$ cat config.mk
export PLATFORM = sky130hd
export DESIGN_NAME = pifer_top
export DESIGN_NICKNAME = d
export VERILOG_FILES = /design/src/hw/pifer_top.v /design/src/hw/pifer_flag_bit.v /design/src/hw/pifer_axil_slave.v
export VERILOG_INCLUDE_DIRS = /design/src /design/src/hw
export SDC_FILE = /design/constraint.sdc
export NUM_CORES = 1
export LEC_CHECK = 0
export BUFFER_PORTS_ARGS = -buffer_cell sky130_fd_sc_hd__clkbuf_2
export CAP_MARGIN = 25
export CORE_MARGIN = 3
export CORE_UTILIZATION = 44
export DETAILED_ROUTE_END_ITERATION = 8
export PLACE_DENSITY = 0.8
export SLEW_MARGIN = 20
export SYNTH_ARGS = -nofsm -noshare
export SYNTH_HDL_FRONTEND = slang
export SYNTH_SLANG_ARGS = --single-unit
$ cat constraint.sdc
create_clock -name clock_i -period 2 [get_ports clock_i]
set_clock_uncertainty 0.15 [all_clocks]
set_input_delay 0.1 -clock clock_i [delete_from_list [all_inputs] [get_ports clock_i]]
set_output_delay 0.1 -clock clock_i [all_outputs]
set_load 0.1 [all_outputs]
$ cat src/hw/pifer_regs.vh
// Register map, field positions and bus codes for the peripheral interrupt flag and enable block.
`ifndef PIFER_REGS_VH
`define PIFER_REGS_VH

// ----------------------------------------------------------------------------
// Register byte offsets
// ----------------------------------------------------------------------------
`define PIFER_OFF_FLAGS_B 8'h00
`define PIFER_OFF_FLAGS_C 8'h04
`define PIFER_OFF_ENABLES_A 8'h08
`define PIFER_OFF_ENABLES_B 8'h0c

// ----------------------------------------------------------------------------
// Field positions and masks
// ----------------------------------------------------------------------------
`define PIFER_REG_W 8
`define PIFER_RESET_VALUE 8'h00
`define PIFER_BIT_UNIMPL 2
`define PIFER_BIT_RESERVED 4
`define PIFER_BIT_RX_FULL 5
`define PIFER_BIT_TX_EMPTY 4
`define PIFER_FLAGS_B_WR_MASK 8'hfb
`define PIFER_FLAGS_C_WR_MASK 8'hcf
`define PIFER_FLAGS_C_FOLLOW_MASK 8'h30
`define PIFER_ENABLES_B_WR_MASK 8'hfb
`define PIFER_WORD_LSB 2

// ----------------------------------------------------------------------------
// Bus answers
// ----------------------------------------------------------------------------
`define PIFER_RESP_OKAY 2'b00
`define PIFER_RESP_SLVERR 2'b10

`endif

$ cat src/hw/pifer_top.v
// Peripheral interrupt flag registers two and three, enable registers one and two, and request logic.
//
// What this block does
// - Oscillator failure with switch to internal RC sets flag two bit 7, sticky.
// - A comparator input change sets flag two bit 6 until software clears it.
// - Any network module event sets flag two bit 5; source lives elsewhere.
// - Bit 2 of flag two and enable two reads zero, writes ignored.
// - First serial module bus collision sets flag two bit 3, sticky.
// - Third timer overflow sets flag two bit 1 until software clears it.
// - Second capture/compare event sets flag two bit 0, not in PWM mode.
// - Second serial module transfer done sets flag three bit 7, sticky.
// - Second serial module bus collision sets flag three bit 6, sticky.
// - Flag three bit 5 is read-only, shows receive buffer full, resets zero.
// - Flag three bit 4 is read-only, shows transmit buffer empty.
// - Fourth timer matching its period sets flag three bit 3, sticky.
// - Capture/compare units five, four, three set flag three bits 2..0.
// - Without priority levels, requests need the peripheral group enable too.
// - Enable register one holds eight read/write enables, one enables.
// - Enable register two holds enables at bits 7,6,5,4,3,1,0.
// - All flag and enable bits clear to zero on reset.
// - Flags set on their event regardless of any enable, for polling.
// - Priority enable selects prioritised levels or single-level scheme.
`timescale 1ns/1ps
`default_nettype none
`include "pifer_regs.vh"

module pifer_top #(
    parameter ADDR_W = 8
) (
    input wire clock_i,
    input wire rst_i,

    // ------------------------------------------------------------------------
    // Register bus
    // ------------------------------------------------------------------------
    input wire [ADDR_W-1:0] s_axi_awaddr_i,
    input wire s_axi_awvalid_i,
    output wire s_axi_awready_o,
    input wire [31:0] s_axi_wdata_i,
    input wire [3:0] s_axi_wstrb_i,
    input wire s_axi_wvalid_i,
    output wire s_axi_wready_o,
    output wire [1:0] s_axi_bresp_o,
    output wire s_axi_bvalid_o,
    input wire s_axi_bready_i,
    input wire [ADDR_W-1:0] s_axi_araddr_i,
    input wire s_axi_arvalid_i,
    output wire s_axi_arready_o,
    output wire [31:0] s_axi_rdata_o,
    output wire [1:0] s_axi_rresp_o,
    output wire s_axi_rvalid_o,
    input wire s_axi_rready_i,

    // ------------------------------------------------------------------------
    // Peripheral event sources
    // ------------------------------------------------------------------------
    input wire osc_fail_event_i,
    input wire comparator_change_event_i,
    input wire network_event_i,
    input wire bus_collision_a_event_i,
    input wire timer_c_overflow_event_i,
    input wire capcmp_b_event_i,
    input wire capcmp_b_pwm_mode_i,
    input wire sync_serial_b_done_i,
    input wire bus_collision_b_event_i,
    input wire serial_b_rx_full_i,
    input wire serial_b_tx_empty_i,
    input wire timer_d_match_event_i,
    input wire capcmp_e_event_i,
    input wire capcmp_e_pwm_mode_i,
    input wire capcmp_d_event_i,
    input wire capcmp_d_pwm_mode_i,
    input wire capcmp_c_event_i,
    input wire capcmp_c_pwm_mode_i,

    // ------------------------------------------------------------------------
    // Neighbouring interrupt registers
    // ------------------------------------------------------------------------
    input wire [7:0] periph_irq_flags_a_i,
    input wire [7:0] periph_irq_enables_c_i,
    input wire peripheral_group_irq_en_i,
    input wire priority_levels_en_i,

    // ------------------------------------------------------------------------
    // Outputs to the core and neighbours
    // ------------------------------------------------------------------------
    output reg [7:0] periph_irq_flags_b_o,
    output reg [7:0] periph_irq_flags_c_o,
    output reg [7:0] periph_irq_enables_a_o,
    output reg [7:0] periph_irq_enables_b_o,
    output reg periph_irq_req_o
);

    // ------------------------------------------------------------------------
    // Register state
    // ------------------------------------------------------------------------
    wire [7:0] periph_irq_flags_b;
    wire [7:0] periph_irq_flags_c;
    reg [7:0] periph_irq_enables_a;
    reg [7:0] periph_irq_enables_b;
    reg [7:0] next_enables_a;
    reg [7:0] next_enables_b;
    wire [7:0] flags_b_set;
    wire [7:0] flags_c_set;

    // ------------------------------------------------------------------------
    // Bus decode
    // ------------------------------------------------------------------------
    wire wr_en;
    wire wr_lane0;
    wire [7:0] wr_byte;
    wire [7:0] wr_addr_word;
    wire [7:0] rd_addr_word;
    wire wr_upper_zero;
    wire rd_upper_zero;
    reg wr_hit;
    reg rd_hit;
    reg [7:0] rd_byte;
    wire [31:0] rd_data;
    wire wr_flags_b;
    wire wr_flags_c;
    wire wr_enables_a;
    wire wr_enables_b;

    // Only byte lane 0 carries register data; upper lanes are accepted and dropped.
    assign wr_lane0 = wr_en & wr_hit & s_axi_wstrb_i[0];
    assign wr_byte = s_axi_wdata_i[7:0];
    assign wr_addr_word = {s_axi_awaddr_i[7:`PIFER_WORD_LSB], 2'b00};
    assign rd_addr_word = {s_axi_araddr_i[7:`PIFER_WORD_LSB], 2'b00};

    generate
        if (ADDR_W > 8) begin : g_upper
            assign wr_upper_zero = ~|s_axi_awaddr_i[ADDR_W-1:8];
            assign rd_upper_zero = ~|s_axi_araddr_i[ADDR_W-1:8];
        end else begin : g_no_upper
            assign wr_upper_zero = 1'b1;
            assign rd_upper_zero = 1'b1;
        end
    endgenerate

    always @* begin
        case (wr_addr_word)
            `PIFER_OFF_FLAGS_B, `PIFER_OFF_FLAGS_C, `PIFER_OFF_ENABLES_A, `PIFER_OFF_ENABLES_B: wr_hit = wr_upper_zero;
            default: wr_hit = 1'b0;
        endcase
    end

    // Bit 2 of both register-two images is forced low at the source, so reads need no masking.
    always @* begin
        rd_hit = rd_upper_zero;
        case (rd_addr_word)
            `PIFER_OFF_FLAGS_B: rd_byte = periph_irq_flags_b;
            `PIFER_OFF_FLAGS_C: rd_byte = periph_irq_flags_c;
            `PIFER_OFF_ENABLES_A: rd_byte = periph_irq_enables_a;
            `PIFER_OFF_ENABLES_B: rd_byte = periph_irq_enables_b;
            default: begin
                rd_byte = 8'h00;
                rd_hit = 1'b0;
            end
        endcase
    end

    assign rd_data = {24'h0, rd_byte};

    assign wr_flags_b = wr_lane0 & (wr_addr_word == `PIFER_OFF_FLAGS_B);
    assign wr_flags_c = wr_lane0 & (wr_addr_word == `PIFER_OFF_FLAGS_C);
    assign wr_enables_a = wr_lane0 & (wr_addr_word == `PIFER_OFF_ENABLES_A);
    assign wr_enables_b = wr_lane0 & (wr_addr_word == `PIFER_OFF_ENABLES_B);

    pifer_axil_slave #(
        .ADDR_W(ADDR_W)
    ) u_bus (
        .clock_i(clock_i),
        .rst_i(rst_i),
        .s_axi_awaddr_i(s_axi_awaddr_i),
        .s_axi_awvalid_i(s_axi_awvalid_i),
        .s_axi_awready_o(s_axi_awready_o),
        .s_axi_wdata_i(s_axi_wdata_i),
        .s_axi_wstrb_i(s_axi_wstrb_i),
        .s_axi_wvalid_i(s_axi_wvalid_i),
        .s_axi_wready_o(s_axi_wready_o),
        .s_axi_bresp_o(s_axi_bresp_o),
        .s_axi_bvalid_o(s_axi_bvalid_o),
        .s_axi_bready_i(s_axi_bready_i),
        .s_axi_araddr_i(s_axi_araddr_i),
        .s_axi_arvalid_i(s_axi_arvalid_i),
        .s_axi_arready_o(s_axi_arready_o),
        .s_axi_rdata_o(s_axi_rdata_o),
        .s_axi_rresp_o(s_axi_rresp_o),
        .s_axi_rvalid_o(s_axi_rvalid_o),
        .s_axi_rready_i(s_axi_rready_i),
        .wr_hit_i(wr_hit),
        .rd_hit_i(rd_hit),
        .rd_data_i(rd_data),
        .wr_en_o(wr_en)
    );

    // ------------------------------------------------------------------------
    // Flag sources
    // ------------------------------------------------------------------------
    // Sources are on this clock, so no synchroniser; enables never gate a set.
    assign flags_b_set[7] = osc_fail_event_i;
    assign flags_b_set[6] = comparator_change_event_i;
    assign flags_b_set[5] = network_event_i;
    assign flags_b_set[`PIFER_BIT_RESERVED] = 1'b0;
    assign flags_b_set[3] = bus_collision_a_event_i;
    assign flags_b_set[`PIFER_BIT_UNIMPL] = 1'b0;
    assign flags_b_set[1] = timer_c_overflow_event_i;
    assign flags_b_set[0] = capcmp_b_event_i & ~capcmp_b_pwm_mode_i;

    assign flags_c_set[7] = sync_serial_b_done_i;
    assign flags_c_set[6] = bus_collision_b_event_i;
    assign flags_c_set[`PIFER_BIT_RX_FULL] = serial_b_rx_full_i;
    assign flags_c_set[`PIFER_BIT_TX_EMPTY] = serial_b_tx_empty_i;
    assign flags_c_set[3] = timer_d_match_event_i;
    assign flags_c_set[2] = capcmp_e_event_i & ~capcmp_e_pwm_mode_i;
    assign flags_c_set[1] = capcmp_d_event_i & ~capcmp_d_pwm_mode_i;
    assign flags_c_set[0] = capcmp_c_event_i & ~capcmp_c_pwm_mode_i;

    localparam [7:0] B_WR = `PIFER_FLAGS_B_WR_MASK;
    localparam [7:0] C_WR = `PIFER_FLAGS_C_WR_MASK;
    localparam [7:0] C_FOLLOW = `PIFER_FLAGS_C_FOLLOW_MASK;

    // ------------------------------------------------------------------------
    // Flag registers
    // ------------------------------------------------------------------------
    // The buffer-state bits follow their serial module level, which drops itself
    // when the buffer is read or written; software writes to them are ignored.
    genvar i;
    generate
        for (i = 0; i < `PIFER_REG_W; i = i + 1) begin : g_flags
            pifer_flag_bit #(
                .WRITABLE(B_WR[i]),
                .FOLLOW(1'b0)
            ) u_flag_b (
                .clock_i(clock_i),
                .rst_i(rst_i),
                .set_i(flags_b_set[i]),
                .wr_i(wr_flags_b),
                .wr_data_i(wr_byte[i] & B_WR[i]),
                .flag_o(periph_irq_flags_b[i])
            );
            pifer_flag_bit #(
                .WRITABLE(C_WR[i]),
                .FOLLOW(C_FOLLOW[i])
            ) u_flag_c (
                .clock_i(clock_i),
                .rst_i(rst_i),
                .set_i(flags_c_set[i]),
                .wr_i(wr_flags_c & ~C_FOLLOW[i]),
                .wr_data_i(wr_byte[i] & C_WR[i]),
                .flag_o(periph_irq_flags_c[i])
            );
        end
    endgenerate

    // ------------------------------------------------------------------------
    // Enable registers
    // ------------------------------------------------------------------------
    always @* begin
        next_enables_a = periph_irq_enables_a;
        next_enables_b = periph_irq_enables_b;
        if (wr_enables_a) begin
            next_enables_a = wr_byte;
        end
        if (wr_enables_b) begin
            next_enables_b = wr_byte & `PIFER_ENABLES_B_WR_MASK;
        end
    end

    always @(posedge clock_i) begin
        if (rst_i) begin
            periph_irq_enables_a <= `PIFER_RESET_VALUE;
            periph_irq_enables_b <= `PIFER_RESET_VALUE;
        end else begin
            periph_irq_enables_a <= next_enables_a;
            periph_irq_enables_b <= next_enables_b;
        end
    end

    // ------------------------------------------------------------------------
    // Interrupt request
    // ------------------------------------------------------------------------
    // The request is registered, so it trails the flag by one clock; the core
    // samples it at instruction boundaries, which hides that cycle.
    wire any_pending;
    wire group_gate;

    assign any_pending = |(periph_irq_flags_a_i & periph_irq_enables_a)
                       | |(periph_irq_flags_b & periph_irq_enables_b)
                       | |(periph_irq_flags_c & periph_irq_enables_c_i);

    // With priority levels on, per-source priority routing happens downstream.
    assign group_gate = priority_levels_en_i | peripheral_group_irq_en_i;

    always @(posedge clock_i) begin
        if (rst_i) begin
            periph_irq_req_o <= 1'b0;
            periph_irq_flags_b_o <= `PIFER_RESET_VALUE;
            periph_irq_flags_c_o <= `PIFER_RESET_VALUE;
            periph_irq_enables_a_o <= `PIFER_RESET_VALUE;
            periph_irq_enables_b_o <= `PIFER_RESET_VALUE;
        end else begin
            periph_irq_req_o <= any_pending & group_gate;
            periph_irq_flags_b_o <= periph_irq_flags_b;
            periph_irq_flags_c_o <= periph_irq_flags_c;
            periph_irq_enables_a_o <= periph_irq_enables_a;
            periph_irq_enables_b_o <= periph_irq_enables_b;
        end
    end

endmodule
`default_nettype wire

$ cat src/hw/pifer_flag_bit.v
// One interrupt flag bit: sticky with software write, or a level that follows its source.
`timescale 1ns/1ps
`default_nettype none
`include "pifer_regs.vh"

module pifer_flag_bit #(
    parameter [0:0] WRITABLE = 1'b1,
    parameter [0:0] FOLLOW = 1'b0
) (
    input wire clock_i,
    input wire rst_i,
    input wire set_i,
    input wire wr_i,
    input wire wr_data_i,
    output reg flag_o
);

    reg next_flag;

    // The event is ORed in after the write, so a set in the clearing cycle is kept.
    always @* begin
        if (FOLLOW) begin
            next_flag = set_i;
        end else if (wr_i && WRITABLE) begin
            next_flag = wr_data_i | set_i;
        end else begin
            next_flag = flag_o | set_i;
        end
    end

    always @(posedge clock_i) begin
        if (rst_i) begin
            flag_o <= 1'b0;
        end else begin
            flag_o <= next_flag;
        end
    end

endmodule
`default_nettype wire

$ cat src/hw/pifer_axil_slave.v
// AXI4-Lite slave handshake engine; register decode and storage stay with the caller.
`timescale 1ns/1ps
`default_nettype none
`include "pifer_regs.vh"

module pifer_axil_slave #(
    parameter ADDR_W = 8
) (
    input wire clock_i,
    input wire rst_i,
    input wire [ADDR_W-1:0] s_axi_awaddr_i,
    input wire s_axi_awvalid_i,
    output reg s_axi_awready_o,
    input wire [31:0] s_axi_wdata_i,
    input wire [3:0] s_axi_wstrb_i,
    input wire s_axi_wvalid_i,
    output reg s_axi_wready_o,
    output reg [1:0] s_axi_bresp_o,
    output reg s_axi_bvalid_o,
    input wire s_axi_bready_i,
    input wire [ADDR_W-1:0] s_axi_araddr_i,
    input wire s_axi_arvalid_i,
    output reg s_axi_arready_o,
    output reg [31:0] s_axi_rdata_o,
    output reg [1:0] s_axi_rresp_o,
    output reg s_axi_rvalid_o,
    input wire s_axi_rready_i,
    input wire wr_hit_i,
    input wire rd_hit_i,
    input wire [31:0] rd_data_i,
    output wire wr_en_o
);

    // Address and data are taken together, so the caller sees one write strobe.
    assign wr_en_o = s_axi_awready_o & s_axi_awvalid_i & s_axi_wvalid_i;

    always @(posedge clock_i) begin
        if (rst_i) begin
            s_axi_awready_o <= 1'b0;
            s_axi_wready_o <= 1'b0;
            s_axi_bvalid_o <= 1'b0;
            s_axi_bresp_o <= `PIFER_RESP_OKAY;
            s_axi_arready_o <= 1'b0;
            s_axi_rvalid_o <= 1'b0;
            s_axi_rresp_o <= `PIFER_RESP_OKAY;
            s_axi_rdata_o <= 32'h0;
        end else begin
            s_axi_awready_o <= 1'b0;
            s_axi_wready_o <= 1'b0;
            if (!s_axi_awready_o && !s_axi_bvalid_o && s_axi_awvalid_i && s_axi_wvalid_i) begin
                s_axi_awready_o <= 1'b1;
                s_axi_wready_o <= 1'b1;
            end
            if (wr_en_o) begin
                s_axi_bvalid_o <= 1'b1;
                s_axi_bresp_o <= wr_hit_i ? `PIFER_RESP_OKAY : `PIFER_RESP_SLVERR;
            end else if (s_axi_bready_i) begin
                s_axi_bvalid_o <= 1'b0;
            end
            s_axi_arready_o <= !s_axi_arready_o && !s_axi_rvalid_o && s_axi_arvalid_i;
            if (s_axi_arready_o && s_axi_arvalid_i) begin
                s_axi_rvalid_o <= 1'b1;
                s_axi_rdata_o <= rd_hit_i ? rd_data_i : 32'h0;
                s_axi_rresp_o <= rd_hit_i ? `PIFER_RESP_OKAY : `PIFER_RESP_SLVERR;
            end else if (s_axi_rready_i) begin
                s_axi_rvalid_o <= 1'b0;
            end
        end
    end

endmodule
`default_nettype wire

==> impl_metrics.sql, run 1 <==
INSERT INTO impl_metrics (metric_group, metric, value, unit) VALUES
('outcome', 'outcome', 'finished, final reports clean', ''),
('global_route', 'grt_start_max_net_pins', '60', ''),
('yosys', 'synth_cells', '285', ''),
('finish', 'share_of_layout_cells_above_drive_strength_1', '31.7', '%'),
('yosys', 'ys_seq_area_share', '50.8', '%'),
('routing', 'route.vias.total', '2569', ''),
('yosys', 'ys_seq_elements', '75', ''),
('clock_tree', 'post-cts-setup-buffer-count', '0', ''),
('die', 'num_rows', '29', ''),
('die', 'pin_count', '169', ''),
('clock_tree', 'cts_max_level', '3', ''),
('pwr', 'clockPowerShare', '37.2', '%'),
('routing', 'routed_wire_length_per_instance', '14.9', 'um'),
('yosys', 'synth_edf_count', '0', ''),
('routing', 'detail_route.drc_violations', '0', ''),
('pwr', 'power_density', '856', 'mW/mm2'),
('setup_path', 'regToRegSetupSlack', '0.21', 'ns'),
('setup_path', 'critical_path.endpoint_type', 'flip-flop', ''),
('setup_path', 'cp_slowest_stage_delay', '0.58', 'ns'),
('yosys', 'postSynth.topFlopCell', 'dfxtp_1', ''),
('yosys', 'synthDominantCellAreaShare', '50.8', '%'),
('global_route', 'groute.usage.overall', '20.5', '%'),
('placed_design', 'gp_congestion', '0.843', ''),
('placed_design', 'dpl_cell_area', '0.00347', 'mm2'),
('sta', 'timing.fmax', '0.558', 'GHz'),
('clock_tree', 'tritoncts', 'yes', ''),
('yosys', 'netlist.top_cell.by_area', 'dfxtp_1', ''),
('global_route', 'globalRoute.busiestLayer', 'met2', ''),
('pwr', 'switching_part_of_the_total', '30.2', '%'),
('setup_path', 'crit_buf_inv', '1', ''),
('pwr', 'seq_power_share', '44.3', '%'),
('yosys', 'synth.cell_area', '0.00295', 'mm2'),
('setup_path', 'critical_path.top_delay_family', 'buffers and inverters', ''),
('yosys', 'synth.yosys.warnings', '0', ''),
('pwr', 'switching_power', '1.07', 'mW'),
('clock_tree', 'cts_inserted_buffers', '9', ''),
('setup_path', 'required', '2.09', 'ns'),
('setup_path', 'rr_startpoint', 'periph_irq_enables_a[7]', ''),
('setup_path', 'worst-path-max-fanout', '4', ''),
('sta', 'setup_viol_count_final', '0', ''),
('global_route', 'met3_layer_usage_reported_by_global_route', '6.21', '%'),
('global_route', 'globalRouteOverflowTotal', '0', ''),
('sta', 'slew_headroom', '61.6', '%'),
('setup_path', 'cell_with_the_largest_stage_delay_on_the_worst_path', 'dlygate4sd3_1', ''),
('die', 'initial_utilization', '46.0', '%'),
('yosys', 'synth.avg_cell_area', '10.4', 'um2'),
('finish', 'fin_area', '0.00413', 'mm2'),
('routing', 'ant_nets', '0', ''),
('sta', 'final_min_period_over_clock_period', '89.6', '%'),
('sta', 'tightest_slew', '0.578', 'ns'),
('sta', 'hold_violations', '0', ''),
('routing', 'drt_first_iter_violations', '122', ''),
('yosys', 'yosysMostFrequentCell', 'dfxtp_1', ''),
('die', 'die_area', '0.00773', 'mm2'),
('setup_path', 'worstPathCellList', 'a22oi_1, dlygate4sd3_1, nand4_1, o31a_1', ''),
('global_route', 'wire_length_of_the_first_global_routing_pass', '11.8', 'mm'),
('finish', 'flow.area_growth_from_synthesis', '39.7', '%'),
('sta', 'layout_setup_ws', '0.208', 'ns'),
('routing', 'routed_wirelength', '7.71', 'mm'),
('sta', 'final_max_slew_viol_count', '0', ''),
('finish', 'antenna-diode-count', '0', ''),
('clock_tree', 'clk-insertion-delay-late', '0.35', 'ns'),
('sta', 'period_needed', '1.79', 'ns'),
('yosys', 'post_synth_num_cell_types', '31', ''),
('global_route', 'global_route.usage.met2', '36.0', '%'),
('hold_path', 'min_path_type', 'in -> reg', ''),
('yosys', 'synth_commonest_cells', 'dfxtp_1 (75), nor2_1 (36), nor2b_1 (32)', ''),
('hold_path', 'worstHoldPathCells', '4', ''),
('pwr', 'comb_power_share', '18.5', '%'),
('run', 'cap_violations', '0', ''),
('placed_design', 'io_buffers', '109', '');
layout make-up:
class / count / area, um2
multi-input cells: 192 / 1260
well taps: 77 / 96.3
repair buffers: 157 / 1030
clock buffers: 12 / 155
inverters: 2 / 7.51
flip-flops and latches: 75 / 1500
clock inverters: 4 / 72.6
fillers: 513 / 2300
kinds of logic after synthesis:
group	synth area share [%]
and+or+nand+nor	18.3
DFF	50.8
buffers and inverters	9.79
AOI/OAI and AO/OA	8.81
muxes	12.1
other	0.127
worst register-to-register path, stage by stage, from the launching register on:
cell	delay (ns)
dfxtp_1	0.36
a22oi_1	0.21
dlygate4sd3_1	0.58
nand4_1	0.09
o31a_1	0.28
metal layers:
metal	wire length [um]	up-vias
li1	-	1242
met1	3220	1192
met2	3790	119
met3	557	16
met4	139	0
met5	0	-
state kept, by name, indices dropped and copies added (netlist names), 7 cells and up:
name and count:
g_flags.u_flag_b.flag_o 7, g_flags.u_flag_c.flag_o 8, periph_irq_enables_a 8, periph_irq_enables_a_o 8, periph_irq_enables_b 7, periph_irq_enables_b_o 7
periph_irq_flags_b_o 7, periph_irq_flags_c_o 8, u_bus.s_axi_rdata_o 8
layout by cell type (no fill, tap or decap), drive strengths merged:
cell type    netlist  final
nor2b             32     32
or4                6      6
bufinv             0      2
mux2i             20     20
clkinv             0      1
a22o               1      1
o31a               1      1
nor4b              1      1
nand3b             1      1
nand2              3      3
o21ai              1      1
nor2              36     36
a221oi             1      1
a222oi             1      1
clkbuf            10    121
a211o              1      1
mux4               7      7
nor3               9      9
a22oi             16     16
clkinvlp           0      1
nor4               1      1
dlygate4sd3        0     43
nor3b              2      2
conb               1     28
inv                2      2
nand3              3      3
a211oi             8      8
a21oi              6      6
buf               33      5
nand2b             5      5
nand4              2      2
dfxtp             75     75
power by group through the flow:
stage,logic (mW),registers (mW),clock network [mW]
finish,0.655,1.56,1.31
global route,0.685,1.57,1.40
CTS,0.656,1.56,1.34
detailed placement,0.588,1.60,0
global placement,0.584,1.60,0
floorplan,0.370,1.74,0
worst max path at each step:
stage / depth (start not counted) / slack (ns) / endpoint
finish: 4 / 0.21 / periph_irq_req_o
detailed placement: 6 / 0.06 / g_flags[1].u_flag_c.flag_o
CTS: 6 / 0.1 / u_bus.s_axi_bresp_o[1]
floorplan: 4 / -0.03 / g_flags[0].u_flag_b.flag_o
global placement: 4 / 0.08 / g_flags[0].u_flag_b.flag_o
global route: 4 / 0.09 / periph_irq_req_o
per-stage QoR:
stage          util (%)  instances  hold WS (ns)  power (mW)  setup TNS (ns)
4_1_cts            64.5        521        0.0118        3.55               0
3_3_place_gp       54.0        460         0.162        2.18               0
2_1_floorplan         -        312        0.0335        2.11         -0.0269
3_5_place_dp       54.0        460         0.170        2.19               0
5_1_grt            64.2        519        0.0237        3.65               0
6_report           64.2        519       0.00264        3.53               0
repair_timing:
| action | in CTS | in global routing |
|---|---|---|
| hold endpoints to repair | 36 | 0 |
| setup endpoints to repair | 0 | 2 |
| resized for setup | 0 | 0 |
| hold buffers | 45 | 0 |
No activity file was read; power rests on OpenSTA's default activity.
==> inputs of run 2 (changes only) <==
--- a/config.mk
+++ b/config.mk
@@ -12,6 +12,7 @@
 export CORE_UTILIZATION = 44
 export DETAILED_ROUTE_END_ITERATION = 8
 export PLACE_DENSITY = 0.8
+export RECOVER_POWER = 50
 export SLEW_MARGIN = 20
 export SYNTH_ARGS = -nofsm -noshare
 export SYNTH_HDL_FRONTEND = slang
==> impl_metrics.sql, run 2 (synthesis results as in run 1) <==
INSERT INTO impl_metrics (metric_group, metric, value, unit) VALUES
('hold_path', 'min_path_type', 'in -> reg', ''),
('global_route', 'first_global_vias', '2533', ''),
('sta', 'period_needed', '1.79', 'ns'),
('routing', 'route.vias.total', '2553', ''),
('pwr', 'overall_power_of_the_completed_layout', '3.53', 'mW'),
('finish', 'flow.area_growth_from_synthesis', '38.9', '%'),
('placed_design', 'placed_cells_incl_taps', '460', ''),
('die', 'pin_count', '169', ''),
('sta', 'setup-tns-final', '0', 'ns'),
('sta', 'tightest_slew', '1.17', 'ns'),
('setup_path', 'rr_startpoint', 'periph_irq_enables_a[7]', ''),
('sta', 'hold-worst-slack', '0.00294', 'ns'),
('setup_path', 'regToRegSetupSlack', '0.21', 'ns'),
('global_route', 'wire_length_of_the_first_global_routing_pass', '11.8', 'mm'),
('sta', 'timing.fmax', '0.559', 'GHz'),
('die', 'die_w', '87.9', 'um'),
('finish', 'seq_area', '0.00150', 'mm2'),
('hold_path', 'worstHoldPathCells', '4', ''),
('clock_tree', 'cts.sink_count', '75', ''),
('hold_path', 'worst_hold_startpoint', 'periph_irq_enables_c_i[4]', ''),
('clock_tree', 'tritoncts', 'yes', ''),
('global_route', 'globalRouteOverflowTotal', '0', ''),
('finish', 'multiInputGateArea', '0.00126', 'mm2'),
('die', 'die_height', '87.9', 'um'),
('setup_path', 'reg2reg_depth', '4', ''),
('global_route', 'grt_start_max_net_pins', '60', ''),
('setup_path', 'worst-path-max-fanout', '4', ''),
('finish', 'post_layout_cell_count', '519', ''),
('sta', 'layout_setup_ws', '0.210', 'ns'),
('setup_path', 'arrival', '1.88', 'ns'),
('setup_path', 'worstReg2RegEnd', 'periph_irq_req_o', ''),
('routing', 'routed_wirelength', '7.74', 'mm'),
('clock_tree', 'clk-insertion-delay-late', '0.35', 'ns'),
('pwr', 'p_int', '2.46', 'mW'),
('setup_path', 'critical_path_class', 'reg -> reg', ''),
('run', 'cap_violations', '0', ''),
('routing', 'ant_nets', '0', ''),
('sta', 'hold_violations', '0', ''),
('pwr', 'switching_power', '1.07', 'mW'),
('clock_tree', 'clock_path_buffers', '2', ''),
('finish', 'share_of_layout_cells_above_drive_strength_1', '29.9', '%'),
('finish', 'antenna-diode-count', '0', ''),
('hold_path', 'worst_hold_path.endpoint', 'periph_irq_req_o', ''),
('routing', 'drt_first_iter_violations', '90', ''),
('routing', 'iteration_count_of_the_initial_detailed_routing_pass', '4', ''),
('die', 'initial_utilization', '46.0', '%'),
('setup_path', 'critical_path.endpoint_type', 'flip-flop', ''),
('placed_design', 'io_buffers', '109', ''),
('sta', 'slew_headroom', '22.3', '%'),
('global_route', 'initial_antenna_violation_count', '0', ''),
('pwr', 'seq_power_share', '44.3', '%'),
('outcome', 'outcome', 'finished, final reports clean', ''),
('setup_path', 'startpoint_class_of_the_critical_path', 'flip-flop', ''),
('sta', 'final_min_period_over_clock_period', '89.5', '%'),
('pwr', 'clockPowerShare', '37.3', '%'),
('clock_tree', 'cts_inserted_buffers', '9', ''),
('routing', 'routed_wire_length_per_instance', '14.9', 'um'),
('die', 'die_area', '0.00773', 'mm2'),
('sta', 'setup_viol_count_final', '0', ''),
('finish', 'final_nets', '532', ''),
('die', 'num_rows', '29', ''),
('clock_tree', 'cts_max_level', '3', ''),
('placed_design', 'dpl_worst_slack', '0.0606', 'ns'),
('finish', 'mostFrequentLayoutCells', 'clkbuf_2 (101), dfxtp_1 (73), dlygate4sd3_1 (43)', ''),
('finish', 'nFillCells', '518', ''),
('placed_design', 'detailedPlacementHpwl', '5.27', 'mm'),
('clock_tree', 'post_cts.resized_instances', '0', ''),
('clock_tree', 'cts.clk_slew.worst_paths', '0.08', 'ns'),
('sta', 'final_max_slew_viol_count', '0', ''),
('setup_path', 'required', '2.09', 'ns'),
('finish', 'fin_area', '0.00410', 'mm2'),
('routing', 'route.detailed.vias_per_inst', '4.92', ''),
('clock_tree', 'ctsRootBufferMaster', 'clkbuf_8', ''),
('routing', 'detail_route.drc_violations', '0', ''),
('pwr', 'power_density', '860', 'mW/mm2'),
('die', 'design.core.area', '0.00642', 'mm2'),
('finish', 'postLayoutCoreUtil', '63.8', '%'),
('finish', 'layout_commonest_cell', 'clkbuf_2', ''),
('pwr', 'vdd_drop_max', '472', 'uV'),
('placed_design', 'gp_congestion', '0.843', ''),
('pwr', 'total_leakage_power', '1.95', 'nW'),
('placed_design', 'dpl_cell_area', '0.00347', 'mm2'),
('sta', 'rsz_0062_raised_after_global_routing', 'false', ''),
('global_route', 'groute.usage.overall', '20.5', '%'),
('pwr', 'comb_power_share', '18.4', '%'),
('pwr', 'switching_part_of_the_total', '30.3', '%');
[run 2: cell count changes in the layout (fill, tap and decap cells not counted)]
cell and change:
buf_1 +1, buf_12 -1, buf_2 +1, clkbuf_1 +7, clkbuf_2 -8
[run 2: worst max-delay path: stages (launching register included)]
cell,delay [ns]
dfxtp_1,0.36
a22oi_1,0.21
dlygate4sd3_1,0.58
nand4_1,0.09
o31a_1,0.28
[run 2: metal layers]
layer,vias to the layer above,part of all wire [%],global-route usage [%]
met5,-,0,0
met4,0,1.3,7.11
met3,9,7.4,6.21
met2,110,50,36.0
met1,1193,42,23.6
li1,1241,-,-
[run 2: worst max path at each step]
stage	to	cells after the start	slack [ns]	from
floorplan	g_flags[0].u_flag_b.flag_o	4	-0.03	u_bus.s_axi_awready_o
global placement	g_flags[0].u_flag_b.flag_o	4	0.08	s_axi_awaddr_i[5]
detailed placement	g_flags[1].u_flag_c.flag_o	6	0.06	s_axi_awaddr_i[5]
CTS	u_bus.s_axi_bresp_o[1]	6	0.1	s_axi_awaddr_i[5]
global route	periph_irq_req_o	4	0.05	rst_i
finish	periph_irq_req_o	4	0.21	periph_irq_enables_a[7]
[run 2: layout make-up]
type                            count  share of cell area (%)
Sequential cell                    75                    36.7
Multi-Input combinational cell    192                    30.8
Timing Repair Buffer              157                    24.4
Clock buffer                       12                    3.78
Tap cell                           77                    2.35
Clock inverter                      4                    1.77
Inverter                            2                   0.183
[run 2: repair_timing]
action,4_1_cts,5_1_grt
hold buffers,45,0
setup buffers,0,0
setup endpoints to repair,0,2
hold endpoints to repair,36,0
[run 2: power groups by stage]
| stage | sequential (mW) | combinational, mW | clock [mW] |
|---|---|---|---|
| 4_1_cts | 1.56 | 0.656 | 1.34 |
| 6_report | 1.56 | 0.650 | 1.32 |
| 5_1_grt | 1.57 | 0.679 | 1.40 |
| 3_5_place_dp | 1.60 | 0.588 | 0 |
| 3_3_place_gp | 1.60 | 0.584 | 0 |
| 2_1_floorplan | 1.74 | 0.370 | 0 |
==> inputs of run 3 (changes only) <==
--- a/config.mk
+++ b/config.mk
@@ -9,11 +9,12 @@
 export BUFFER_PORTS_ARGS = -buffer_cell sky130_fd_sc_hd__clkbuf_2
 export CAP_MARGIN = 25
 export CORE_MARGIN = 3
-export CORE_UTILIZATION = 44
+export CORE_UTILIZATION = 49
 export DETAILED_ROUTE_END_ITERATION = 8
-export PLACE_DENSITY = 0.8
+export PLACE_DENSITY = 0.81
 export RECOVER_POWER = 50
 export SLEW_MARGIN = 20
 export SYNTH_ARGS = -nofsm -noshare
 export SYNTH_HDL_FRONTEND = slang
+export SYNTH_HIERARCHICAL = 1
 export SYNTH_SLANG_ARGS = --single-unit
==> impl_metrics.sql, run 3 <==
INSERT INTO impl_metrics (metric_group, metric, value, unit) VALUES
('yosys', 'yosysMostFrequentCell', 'dfxtp_1', ''),
('yosys', 'ys_seq_elements', '101', ''),
('clock_tree', 'cts.clk_slew.worst_paths', '0.10', 'ns'),
('sta', 'setup_viol_count_final', '0', ''),
('finish', 'mostFrequentLayoutCells', 'clkbuf_2 (132), dfxtp_1 (98), a21oi_1 (48)', ''),
('yosys', 'netlist.top_cell.by_area', 'dfxtp_1', ''),
('die', 'num_rows', '33', ''),
('sta', 'final_min_period_over_clock_period', '92.3', '%'),
('die', 'design.core.area', '0.00830', 'mm2'),
('sta', 'slew_headroom', '22.4', '%'),
('pwr', 'power_density', '716', 'mW/mm2'),
('clock_tree', 'cts_max_level', '3', ''),
('finish', 'largest_reg_flops', '32', ''),
('global_route', 'wire_length_of_the_first_global_routing_pass', '17.7', 'mm'),
('finish', 'post_layout_cell_count', '707', ''),
('finish', 'multiInputGateArea', '0.00195', 'mm2'),
('yosys', 'ys_seq_area_share', '47.7', '%'),
('sta', 'hold_violations', '0', ''),
('global_route', 'globalRouteOverflowTotal', '0', ''),
('yosys', 'synthTopCellsByArea', 'dfxtp_1 (48%), mux2i_1 (6.6%), a21oi_1 (5.7%)', ''),
('yosys', 'post_synth_num_cell_types', '38', ''),
('setup_path', 'required', '2.09', 'ns'),
('sta', 'period_needed', '1.85', 'ns'),
('die', 'die_area', '0.00980', 'mm2'),
('die', 'die_height', '99.0', 'um'),
('sta', 'timing.fmax', '0.542', 'GHz'),
('setup_path', 'regToRegSetupSlack', '0.17', 'ns'),
('yosys', 'synth_cells', '410', ''),
('sta', 'rsz_0062_raised_after_global_routing', 'false', ''),
('outcome', 'outcome', 'finished, final reports clean', ''),
('finish', 'share_of_layout_cells_above_drive_strength_1', '33.4', '%'),
('clock_tree', 'cts_inserted_buffers', '9', ''),
('clock_tree', 'cts.sink_count', '101', ''),
('finish', 'layout_commonest_cell', 'clkbuf_2', ''),
('setup_path', 'critical_path.endpoint_type', 'flip-flop', ''),
('yosys', 'synth.yosys.warnings', '6', ''),
('sta', 'layout_setup_ws', '0.154', 'ns'),
('clock_tree', 'tritoncts', 'yes', ''),
('finish', 'nFillCells', '664', ''),
('routing', 'drt_first_iter_violations', '107', ''),
('setup_path', 'startpoint_class_of_the_critical_path', 'input port', ''),
('finish', 'seq_area', '0.00203', 'mm2'),
('hold_path', 'min_path_type', 'in -> reg', ''),
('sta', 'hold-worst-slack', '0.0488', 'ns'),
('routing', 'detail_route.drc_violations', '0', ''),
('global_route', 'first_global_vias', '3619', ''),
('die', 'pin_count', '169', ''),
('pwr', 'overall_power_of_the_completed_layout', '4.01', 'mW'),
('setup_path', 'critical_path_class', 'in -> reg', ''),
('placed_design', 'io_buffers', '134', ''),
('clock_tree', 'clock_path_buffers', '2', ''),
('sta', 'setup-tns-final', '0', 'ns'),
('global_route', 'initial_antenna_violation_count', '0', ''),
('run', 'cap_violations', '0', ''),
('global_route', 'groute.usage.overall', '22.4', '%'),
('routing', 'routed_wirelength', '11.0', 'mm'),
('routing', 'ant_nets', '0', ''),
('finish', 'antenna-diode-count', '0', ''),
('sta', 'final_max_slew_viol_count', '0', ''),
('setup_path', 'worst-path-max-fanout', '20', ''),
('yosys', 'synth.cell_area', '0.00424', 'mm2'),
('yosys', 'synth.avg_cell_area', '10.3', 'um2'),
('finish', 'fin_area', '0.00559', 'mm2'),
('yosys', 'postSynth.topFlopCell', 'dfxtp_1', ''),
('pwr', 'total_leakage_power', '2.59', 'nW'),
('placed_design', 'dpl_worst_slack', '0.101', 'ns'),
('routing', 'routed_wire_length_per_instance', '15.6', 'um'),
('clock_tree', 'post-cts-setup-buffer-count', '0', ''),
('pwr', 'vdd_drop_max', '360', 'uV'),
('yosys', 'synth_edf_count', '0', ''),
('routing', 'iteration_count_of_the_initial_detailed_routing_pass', '4', ''),
('clock_tree', 'clk-insertion-delay-late', '0.36', 'ns'),
('placed_design', 'detailedPlacementHpwl', '7.48', 'mm'),
('die', 'initial_utilization', '51.1', '%'),
('sta', 'tightest_slew', '1.17', 'ns'),
('placed_design', 'gp_congestion', '0.885', ''),
('die', 'die_w', '99.0', 'um'),
('routing', 'route.detailed.vias_per_inst', '5.19', ''),
('clock_tree', 'ctsRootBufferMaster', 'clkbuf_8', ''),
('routing', 'route.vias.total', '3670', ''),
('finish', 'postLayoutCoreUtil', '67.4', '%'),
('global_route', 'grt_start_max_net_pins', '51', ''),
('yosys', 'share_of_async_settable_or_async_resettable_flops_after_synthesis', '0', '%'),
('yosys', 'synthDominantCellAreaShare', '47.7', '%'),
('finish', 'final_nets', '692', ''),
('finish', 'max_flop_register', 'u_bus/s_axi_rdata_o', ''),
('finish', 'flow.area_growth_from_synthesis', '32.0', '%'),
('placed_design', 'dpl_cell_area', '0.00504', 'mm2'),
('placed_design', 'placed_cells_incl_taps', '655', ''),
('yosys', 'synth_commonest_cells', 'dfxtp_1 (101), a21oi_1 (48), nand4_1 (34)', ''),
('setup_path', 'arrival', '1.94', 'ns');
==> run 3: cell count changes after synthesis, moves of 8 or more <==
cell	delta
a21oi_1	+42
nor2_1	-33
nand4_1	+32
inv_1	+29
dfxtp_1	+26
a21bo_2	+21
buf_4	-20
nand2b_1	+18
a21bo_1	+11
mux2i_1	+8
==> run 3: what timing repair did <==
action,CTS,global route
endpoints found under the hold margin,40,0
hold buffers,37,0
resized for setup,0,3
endpoints found under the setup margin,0,1
==> run 3: routing by layer <==
metal  vias to the layer above  wire [um]  track usage, %
met5                         -          0               0
met2                       138       5540            38.6
li1                       1775          -               -
met4                         0        259            9.24
met1                      1733       4500            27.1
met3                        24        736            4.88
==> run 3: final timing paths <==
path | start | endpoint | cells after the start
setup / recovery | rst_i | u_bus/s_axi_bvalid_o | 5
hold / removal | s_axi_awaddr_i[4] | periph_irq_enables_a[2] | 4
setup reg to reg | g_flags[6].u_flag_b/flag_o | periph_irq_req_o | 4
hold reg to reg | u_bus/s_axi_bvalid_o | u_bus/s_axi_wready_o | 1
==> run 3: cells by family after synthesis <==
group           count (synthesis)  share of synthesized area (%)
flops                         101                           47.7
buf+inv                        68                           8.83
compound gates                 97                           16.4
simple gates                  106                           16.2
other cells                     2                          0.177
mux                            36                           10.7
==> run 3: critical path, stage by stage <==
cell and delay, ns:
dlygate4sd3_1 0.52, buf_2 0.34, buf_4 0.30, a21oi_1 0.08
dlygate4sd3_1 0.58
==> run 3: final cells by class <==
class | instances | area share (%)
repair buffers | 185 | 20.7
well taps | 105 | 2.35
multi-input cells | 268 | 34.8
clock buffers | 9 | 2.21
inverters | 32 | 2.15
flip-flops and latches | 101 | 36.3
clock inverters | 7 | 1.45
==> run 3: power by group <==
| part | internal [mW] | switching, mW |
|---|---|---|
| Sequential | 2.06 | 0.0393 |
| Combinational | 0.191 | 0.384 |
| Clock | 0.597 | 0.740 |
